==> src/sefl_pkg.sv <==
`default_nettype none
package sefl_pkg;
  // Flag positions inside the error status word
  localparam int unsigned SEFL_NFLAG        = 5;
  localparam int unsigned SEFL_BIT_OUTPUT   = 0;
  localparam int unsigned SEFL_BIT_CLAMP    = 1;
  localparam int unsigned SEFL_BIT_OVERVOLT = 2;
  localparam int unsigned SEFL_BIT_GAIN     = 3;
  localparam int unsigned SEFL_BIT_CHECKSUM = 4;
  // Register numbers of the status and delay registers
  localparam logic [3:0] SEFL_REG_STATUS = 4'h4;
  localparam logic [3:0] SEFL_REG_DELAY  = 4'hB;
  // Reset values
  localparam logic [4:0] SEFL_STATUS_RST = 5'h00;
  localparam logic       SEFL_GAIN_RST   = 1'b0; // 0 = 1 V/V, 1 = 1.375 V/V
  localparam int unsigned SEFL_DELAY_W   = 8;

  // Raw sensor inputs grouped
  typedef struct packed {
    logic checksum;
    logic gain;
    logic overvolt;
    logic clamp;
    logic output_fault;
  } sefl_raw_t;
endpackage
`default_nettype wire

==> src/sefl_flags.sv <==
`default_nettype none
module sefl_flags
  import sefl_pkg::*;
#(
  parameter int unsigned DELAY_W = SEFL_DELAY_W
)(
  input  wire logic                 clk_i,
  input  wire logic                 reset_n_i,
  input  wire logic                 out_clip_p_i,
  input  wire logic                 out_clip_n_i,
  input  wire logic                 out_ovc_p_i,
  input  wire logic                 out_ovc_n_i,
  input  wire logic                 clamp_i,
  input  wire logic                 overvolt_i,
  input  wire logic                 gain_ovl_i,
  input  wire logic                 checksum_err_i,
  input  wire logic                 checksum_mode_i,
  input  wire logic                 buffer_run_i,
  input  wire logic                 suppress_en_i,
  input  wire logic                 latch_disable_i,
  input  wire logic [DELAY_W-1:0]   delay_i,
  input  wire logic                 gain_wr_i,
  input  wire logic                 gain_sel_i,
  input  wire logic [SEFL_NFLAG-1:0] clear_i,
  input  wire logic [SEFL_NFLAG-1:0] mask_i,
  output logic [SEFL_NFLAG-1:0]     status_o,
  output logic                      error_pin_o,
  output logic                      buffer_active_o,
  output logic                      gain_factor_o
);

  // ----------------------------------------
  // Helper functions
  // ----------------------------------------
  // Any monitor of either output pin counts as one output fault
  function automatic logic out_fault(
    input logic [3:0] mon
  );
    return |mon;
  endfunction

  // Next count of one filter; any gap restarts the wait, and the
  // count parks at the delay so it can never wrap while a fault stands
  function automatic logic [DELAY_W-1:0] filt_count(
    input logic               level,
    input logic [DELAY_W-1:0] count,
    input logic [DELAY_W-1:0] delay
  );
    logic [DELAY_W-1:0] result;
    result = count;
    if (!level)
      result = '0;
    else if (count < delay)
      result = DELAY_W'(count + 1'h1);
    return result;
  endfunction

  // A filter passes once the level has stood for the full delay
  function automatic logic filt_pass(
    input logic               level,
    input logic [DELAY_W-1:0] count,
    input logic [DELAY_W-1:0] delay
  );
    return level && (count >= delay);
  endfunction

  // Unless follow is set, held flags lose only the bits written with one; a fault present
  // in the same cycle wins over its own clear, so none is ever missed
  function automatic logic [SEFL_NFLAG-1:0] status_step(
    input logic                  follow,
    input logic [SEFL_NFLAG-1:0] held,
    input logic [SEFL_NFLAG-1:0] wipe,
    input logic [SEFL_NFLAG-1:0] hit
  );
    logic [SEFL_NFLAG-1:0] result;
    if (follow)
      result = hit;
    else
      result = (held & ~wipe) | hit;
    return result;
  endfunction

  // ----------------------------------------
  // Input synchronisers
  // ----------------------------------------
  // Eight sensor levels and the buffer run level
  localparam int unsigned NSYNC = 9;

  logic [NSYNC-1:0] raw_pins;
  logic [NSYNC-1:0] sync1;
  logic [NSYNC-1:0] sync2;
  logic [NSYNC-1:0] next_sync1;
  logic [NSYNC-1:0] next_sync2;

  // Pin order sets the bit positions decoded further down
  assign raw_pins = {buffer_run_i, checksum_err_i, gain_ovl_i, overvolt_i,
                     clamp_i, out_ovc_n_i, out_ovc_p_i, out_clip_n_i,
                     out_clip_p_i};

  // Comparators are asynchronous to clk; only stage two reads stage one
  always_comb
  begin
    next_sync1 = raw_pins;
    next_sync2 = sync1;
  end

  always_ff @(posedge clk_i or negedge reset_n_i)
  begin
    if (!reset_n_i)
    begin
      sync1 <= '0;
      sync2 <= '0;
    end
    else
    begin
      sync1 <= next_sync1;
      sync2 <= next_sync2;
    end
  end

  // ----------------------------------------
  // Raw condition gathering
  // ----------------------------------------
  sefl_raw_t raw;
  logic      buf_act;

  // Buffer level feeds only suppression and the busy output
  assign buf_act = sync2[8];
  // Both outputs watched even when one is unused
  assign raw.output_fault = out_fault(sync2[3:0]);
  assign raw.clamp        = sync2[4];
  assign raw.overvolt     = sync2[5];
  assign raw.gain         = sync2[6];
  // Gated before the filter, so its counter idles with the mode off
  assign raw.checksum     = sync2[7] & checksum_mode_i;

  // ----------------------------------------
  // Buffer suppression
  // ----------------------------------------
  logic [SEFL_NFLAG-1:0] masked;

  // Buffer transients would falsely trip the sensors, so while the
  // buffer runs and suppression is on nothing reaches the filters
  always_comb
  begin
    masked = raw;
    if (suppress_en_i && buf_act)
      masked = 5'h00;
  end

  // ----------------------------------------
  // Suppression delay filters
  // ----------------------------------------
  logic [SEFL_NFLAG-1:0] filtered;
  logic [DELAY_W-1:0]    cnt [SEFL_NFLAG];
  logic [DELAY_W-1:0]    next_cnt [SEFL_NFLAG];

  // One counter per flag; a one-cycle gap restarts it, so short
  // pulses vanish at the cost of losing a chattering fault
  always_comb
  begin
    for (int i = 0; i < SEFL_NFLAG; i++)
    begin
      next_cnt[i] = filt_count(masked[i], cnt[i], delay_i);
      filtered[i] = filt_pass(masked[i], cnt[i], delay_i);
    end
  end

  // Counters start idle so no flag can follow reset
  always_ff @(posedge clk_i or negedge reset_n_i)
  begin
    if (!reset_n_i)
    begin
      for (int i = 0; i < SEFL_NFLAG; i++)
        cnt[i] <= '0;
    end
    else
    begin
      for (int i = 0; i < SEFL_NFLAG; i++)
        cnt[i] <= next_cnt[i];
    end
  end

  // ----------------------------------------
  // Status register
  // ----------------------------------------
  logic [SEFL_NFLAG-1:0] status;
  logic [SEFL_NFLAG-1:0] next_status;

  // Latched unless latch-disable, then it follows the filters
  always_comb
  begin
    next_status = status_step(latch_disable_i, status, clear_i,
                              filtered);
  end

  // Only reset, a written one or latch-disable takes a held flag away
  always_ff @(posedge clk_i or negedge reset_n_i)
  begin
    if (!reset_n_i)
      status <= SEFL_STATUS_RST;
    else
      status <= next_status;
  end

  assign status_o = status;

  // ----------------------------------------
  // Error pin
  // ----------------------------------------
  logic err_pin;
  logic next_err_pin;

  // Built from the next flags so the pin moves on the same edge
  // as the status word, never a cycle behind it
  always_comb
  begin
    next_err_pin = |(next_status & mask_i);
  end

  // Pin is quiet through reset
  always_ff @(posedge clk_i or negedge reset_n_i)
  begin
    if (!reset_n_i)
      err_pin <= 1'h0;
    else
      err_pin <= next_err_pin;
  end

  assign error_pin_o = err_pin;

  // ----------------------------------------
  // Buffer busy indication
  // ----------------------------------------
  logic buf_q;
  logic next_buf;

  // Busy follows the synchronised run level; one extra stage keeps
  // the output registered
  always_comb
  begin
    next_buf = buf_act;
  end

  // Busy reads idle through reset
  always_ff @(posedge clk_i or negedge reset_n_i)
  begin
    if (!reset_n_i)
      buf_q <= 1'h0;
    else
      buf_q <= next_buf;
  end

  assign buffer_active_o = buf_q;

  // ----------------------------------------
  // Output gain factor
  // ----------------------------------------
  logic gain_q;
  logic next_gain;

  // Only a write strobe moves the factor; a select that changes
  // without a strobe is ignored
  always_comb
  begin
    next_gain = gain_q;
    if (gain_wr_i)
      next_gain = gain_sel_i;
  end

  // Unity factor after every reset
  always_ff @(posedge clk_i or negedge reset_n_i)
  begin
    if (!reset_n_i)
      gain_q <= SEFL_GAIN_RST;
    else
      gain_q <= next_gain;
  end

  assign gain_factor_o = gain_q;

endmodule
`default_nettype wire

==> config.mk <==
export PLATFORM = sky130hd
export DESIGN_NAME = sefl_flags
export DESIGN_NICKNAME = d
export VERILOG_FILES = /design/src/sefl_pkg.sv /design/src/sefl_flags.sv
export SDC_FILE = /design/constraint.sdc
export NUM_CORES = 1
export LEC_CHECK = 0
export ABC_CLOCK_PERIOD_IN_PS = 4300
export BUFFER_PORTS_ARGS = -buffer_cell sky130_fd_sc_hd__buf_4
export CORE_ASPECT_RATIO = 0.7
export CORE_UTILIZATION = 60
export CTS_CLUSTER_SIZE = 16
export DETAILED_ROUTE_END_ITERATION = 16
export PLACE_DENSITY = 0.9
export SYNTH_ARGS = -nofsm -noshare
export SYNTH_HDL_FRONTEND = slang
export SYNTH_SLANG_ARGS = --single-unit
==> constraint.sdc <==
create_clock -name clk_i -period 4.3 [get_ports clk_i]
set_input_delay 0.86 -clock clk_i [delete_from_list [all_inputs] [get_ports clk_i]]
set_output_delay 0.86 -clock clk_i [all_outputs]
set_load 0.1 [all_outputs]
**Word level (Yosys, flattened, before mapping)**

Index checks and enable logic that the tools add are counted.
W data, S select, Z words.

- Output and inout port bits: 8
- Bits of input ports: 34
- Register bits after elaboration: 66
- Logic and storage cells: 56

- $lt $le $gt $ge: 10
- Bitwise operators: 5
- Mux-type cells: 12
- Reduce and logical (&&, ||, !) cells: 8
- Add/sub/neg operators: 5
- Equality and inequality tests: 5

Operator list:

| cell | number |
|---|---|
| $mux W8 | 10 |
| $add A8 B1 Y8 const B | 5 |
| $ge A8 B8 Y1 | 5 |
| $lt A8 B8 Y1 | 5 |
| $and A5 B5 Y5 | 2 |
| $mux W5 | 2 |
| $ne A2 B1 Y1 const B | 5 |
| $logic_and A1 B1 Y1 | 6 |
| $not A5 Y5 | 1 |
| $or A5 B5 Y5 | 1 |
| $reduce_or A5 Y1 | 1 |
| $reduce_or A4 Y1 | 1 |
| $and A1 B1 Y1 | 1 |

**Depth between registers and ports, before layout**

- Depth after elaboration: 7
- Depth in mapped cells: 9
- Depth with buffers taken out: 8

**Worst setup path before layout**

Ideal clock, no wire load.

- Kind: input port to flip-flop
- From: input delay_i[1]
- To: register err_pin, in the netlist error_pin_o
- Arrival time: 2,548 ps
- Stages on the path: 8
- Library setup time: 126 ps
- Buffers on the path: 0
- Setup slack: 1,626 ps
- Data required time: 4,174 ps
- Cell sequence: inv_1 > ha_1 > nor2b_1 > o211ai_1 > a311oi_1 > a311o_1 > a221o_1 > a221o_1

- Word-level cells in the longest chain between the ends: 6
- Elaborated cells on any way between the ends: 14
- Classes of those cells: 5 x order compare; 1 x mux; 2 x bitwise; 6 x reduce/logical

RTL lines:

| item | line | text |
|---|---|---|
| start, declared | sefl_flags.sv:21 | `input wire logic [DELAY_W-1:0] delay_i,` |
| $ge A8 B8 Y1 * | sefl_flags.sv:64 | `return level && (count >= delay);` |
| $logic_and A1 B1 Y1 * | sefl_flags.sv:64 |  |
| $or A5 B5 Y5 | sefl_flags.sv:79 | `result = (held & ~wipe) \| hit;` |
| $mux W5 * | sefl_flags.sv:76 | `if (follow)` |
| via next_status[1] | sefl_flags.sv:188 | `logic [SEFL_NFLAG-1:0] next_status;` |
| $and A5 B5 Y5 * | sefl_flags.sv:218 | `next_err_pin = \|(next_status & mask_i);` |
| $reduce_or A5 Y1 * | sefl_flags.sv:218 |  |
| via next_err_pin | sefl_flags.sv:212 | `logic next_err_pin;` |
| end signal, assigned | sefl_flags.sv:227 | `err_pin <= next_err_pin;` |
| end, declared | sefl_flags.sv:211 | `logic err_pin;` |

Mark *: on every way through the listed nets, which the timed path passes. The rest lies on a longest branch.
A chain may end at the register's enable or synchronous reset.

**Worst setup path in the final report**

- From: input delay_i[1]
- To: register cnt[31] in the netlist's numbering

- Word-level cells in the longest chain between the ends: 2

RTL lines:

| item | line | text |
|---|---|---|
| $lt A8 B8 Y1 | sefl_flags.sv:53 | `else if (count < delay)` |
| $ne A2 B1 Y1 (no line) | -- |  |
| end signal, assigned by index | sefl_flags.sv:180 | `cnt[i] <= next_cnt[i];` |
| end, declared | sefl_flags.sv:155 | `logic [DELAY_W-1:0] cnt [SEFL_NFLAG];` |

No other way between the ends.

==> results.sh <==
export IMPL_synth_edf_count=0
export IMPL_drt_total_wl_um=8640
export IMPL_ys_ff_latch=66
export IMPL_drt_iter0_drc=201
export IMPL_cts_setup_buffers=0
export IMPL_synth_avg_cell_area_sq_um=10.0
export IMPL_pwr_density_cell_mw_per_mm2=330
export IMPL_pwr_share_clk=0.373
export IMPL_drive_gt1_frac=0.155
export IMPL_post_cts_resized=0
export IMPL_fin_tns_setup_ns=0
export IMPL_yosysMostFrequentCell="dfrtp_1"
export IMPL_nNetsFinal=500
export IMPL_core_sq_mm=0.00584
export IMPL_synth_area_leaders="dfrtp_1 44%, ha_1 15%, a21oi_1 5.0%"
export IMPL_netlist_area_sq_mm=0.00372
export IMPL_grt_pass1_vias=2949
export IMPL_hold_viol=0
export IMPL_clock_latency_ns=0.36
export IMPL_ir_drop_mv=0.223
export IMPL_avgRoutedWirePerCell_um=17.2
export IMPL_final_area_sq_mm=0.00432
export IMPL_p_int_mw=1.01
export IMPL_yosys_warnings=0
export IMPL_crit_type="in -> reg"
export IMPL_combPwrFrac=0.146
export IMPL_grt_pass1_wl_um=14000
export IMPL_power_total_mw=1.43
export IMPL_cts_sinks=66
export IMPL_postCtsHoldBufs=0
export IMPL_status="complete, no violations"
export IMPL_num_vias=3062
export IMPL_tightest_slew_ns=0.961
export IMPL_drc=0
export IMPL_cap_viol_max_count=0
export IMPL_synth_top_area_frac=0.444
export IMPL_num_antenna_cells=0
export IMPL_ys_flop_type="dfrtp_1"
export IMPL_fin_crit_sh=0.626
export IMPL_synth_area_leader_cell="dfrtp_1"
export IMPL_relSlewSlack=0.359
export IMPL_grt_antenna_before_repair=0
export IMPL_critPathRequiredTime_ns=4.54
export IMPL_cts_tree="built"
export IMPL_setup_viol=0
export IMPL_overflow=0
export IMPL_rsz0062_at_grt="false"
export IMPL_die_h_um=67.9
export IMPL_holdCritPathClass="reg -> reg"
export IMPL_critPathLaunchType="input port"
export IMPL_grt_max_degree=67
export IMPL_htree_levels=3
export IMPL_fmax_mhz=372
export IMPL_drt_first_pass_iters=4
export IMPL_cts_made_buffers=9
export IMPL_pwr_share_seq=0.480
export IMPL_syn2layout_area_growth_pct=16.0
export IMPL_vias_per_cell=6.11
export IMPL_cp_end_kind="register"
export IMPL_clockBufferDepth=2
export IMPL_p_switching_uw=418
export IMPL_ys_top_cells_by_count="66 x dfrtp_1, 45 x ha_1, 37 x a21oi_1"
export IMPL_gp_congestion=0.863
export IMPL_ctsRootBufferMaster="clkbuf_8"
export IMPL_crit_path_max_fanout=7
export IMPL_io_buffers=41
export IMPL_die_w_um=96.1
export IMPL_ys_seq_area_frac=0.444
export IMPL_ys_async_sr_fraction=1.00
export IMPL_drv_slew=0
export IMPL_leakagePower_nw=2.01
export IMPL_ant_nets=0
export IMPL_dieArea_sq_mm=0.00653
export IMPL_synth_nets=450
export IMPL_top_level_ports=42
export IMPL_place_hpwl_um=6310
export IMPL_switching_share=0.293
export IMPL_finalClockSkew_ns=0.00880
export IMPL_track_usage=0.294
export IMPL_layout_min_cycle_time_ns=2.69
export IMPL_rows=23
export IMPL_yosysUniqueCellTypes=44
export IMPL_place_area_sq_mm=0.00412
export IMPL_clk_pin_slew_ns=0.08
export IMPL_synth_cells=371
export IMPL_start_util=0.637
export IMPL_arrival_ns=2.93
-- kinds of logic after synthesis --
kind of cell	after synthesis	synth area share
AOI/OAI and AO/OA	89	0.142
adders and majority gates	45	0.151
DFF	66	0.444
and+or+nand+nor	128	0.190
muxes	2	0.00572
xor gates and xnor gates	19	0.0447
buffers and inverters	22	0.0222
-- routing by layer --
metal / track usage / vias to the layer above / wire length [um]
met5: 0 / - / 0
met4: 0.151 / 0 / 192
met3: 0.0711 / 22 / 411
met2: 0.458 / 90 / 4140
met1: 0.384 / 1482 / 3890
li1: - / 1468 / -
-- power groups by stage --
stage               registers (mW)  clock network [mW]  logic [mW]
global route                 0.688               0.565       0.232
CTS                          0.684               0.543       0.209
detailed placement           0.696                   0       0.207
global placement             0.694                   0       0.193
finish                       0.685               0.532       0.208
floorplan                    0.703                   0       0.116
-- sequential cells by signal, summed over array words and instances (netlist names) --
signal	flops
next_sync2	9
buffer_active_o	1
cnt	40
gain_factor_o	1
error_pin_o	1
status_o	5
sync2	9
-- final cells by class --
class | count | area (sq um)
Fill cell | 424 | 1530
Clock inverter | 7 | 76.3
Clock buffer | 9 | 124
Multi-Input combinational cell | 283 | 1990
Tap cell | 75 | 93.8
Sequential cell | 66 | 1650
Timing Repair Buffer | 41 | 308
Inverter | 20 | 75.1
-- placed cells by master, fill, tap and decap left out, types with 4 or more instances in the layout --
| cell | synthesis | final |
|---|---|---|
| nor2_1 | 27 | 27 |
| nand4_1 | 18 | 18 |
| nor3b_1 | 5 | 5 |
| a21oi_1 | 37 | 37 |
| or3_1 | 13 | 13 |
| nor2b_1 | 4 | 4 |
| dfrtp_1 | 66 | 66 |
| a221o_1 | 4 | 4 |
| buf_4 | 0 | 41 |
| o21a_1 | 5 | 5 |
| o21ai_0 | 26 | 26 |
| nor4_1 | 8 | 8 |
| xor2_1 | 5 | 5 |
| inv_1 | 20 | 20 |
| nand3_1 | 8 | 8 |
| clkbuf_8 | 0 | 9 |
| ha_1 | 45 | 45 |
| and3_1 | 4 | 4 |
| xnor2_1 | 14 | 14 |
| and4_1 | 4 | 4 |
| o211ai_1 | 4 | 4 |
| nand2_1 | 22 | 22 |
-- per-stage QoR --
stage,worst slack (ns),util,hold slack (ns),std cells
after floorplan,1.63,-,0.331,371
after global placement,1.41,0.704,0.333,485
after detailed placement,1.27,0.704,0.336,485
after CTS,1.65,0.739,0.354,501
after global routing,1.44,0.739,0.347,501
final,1.61,0.739,0.353,501
-- path summary, 6_finish.rpt --
path / start / end / slack, ns / depth (start not counted)
max: delay_i[1] / cnt[31]$_DFFE_PN0P_ / 1.61 / 9
min: next_sync2[5]$_DFF_PN0_ / sync2[5]$_DFF_PN0_ / 0.35 / 0
max reg2reg: cnt[25]$_DFFE_PN0P_ / cnt[31]$_DFFE_PN0P_ / 1.90 / 7
min reg2reg: next_sync2[5]$_DFF_PN0_ / sync2[5]$_DFF_PN0_ / 0.35 / 0
max in group asynchronous: reset_n_i / cnt[20]$_DFFE_PN0P_ / 3.17 / 1
min in group asynchronous: reset_n_i / cnt[12]$_DFFE_PN0P_ / 0.59 / 1
-- critical path, cell delays in order --
cell and delay, ns:
buf_4 0.10, inv_1 0.16, ha_1 0.27, nor2b_1 0.14
o211ai_1 0.23, a21oi_1 0.24, nor4_1 0.61, a31o_2 0.25
a21oi_1 0.05
Power figures use the tool's default switching activity.
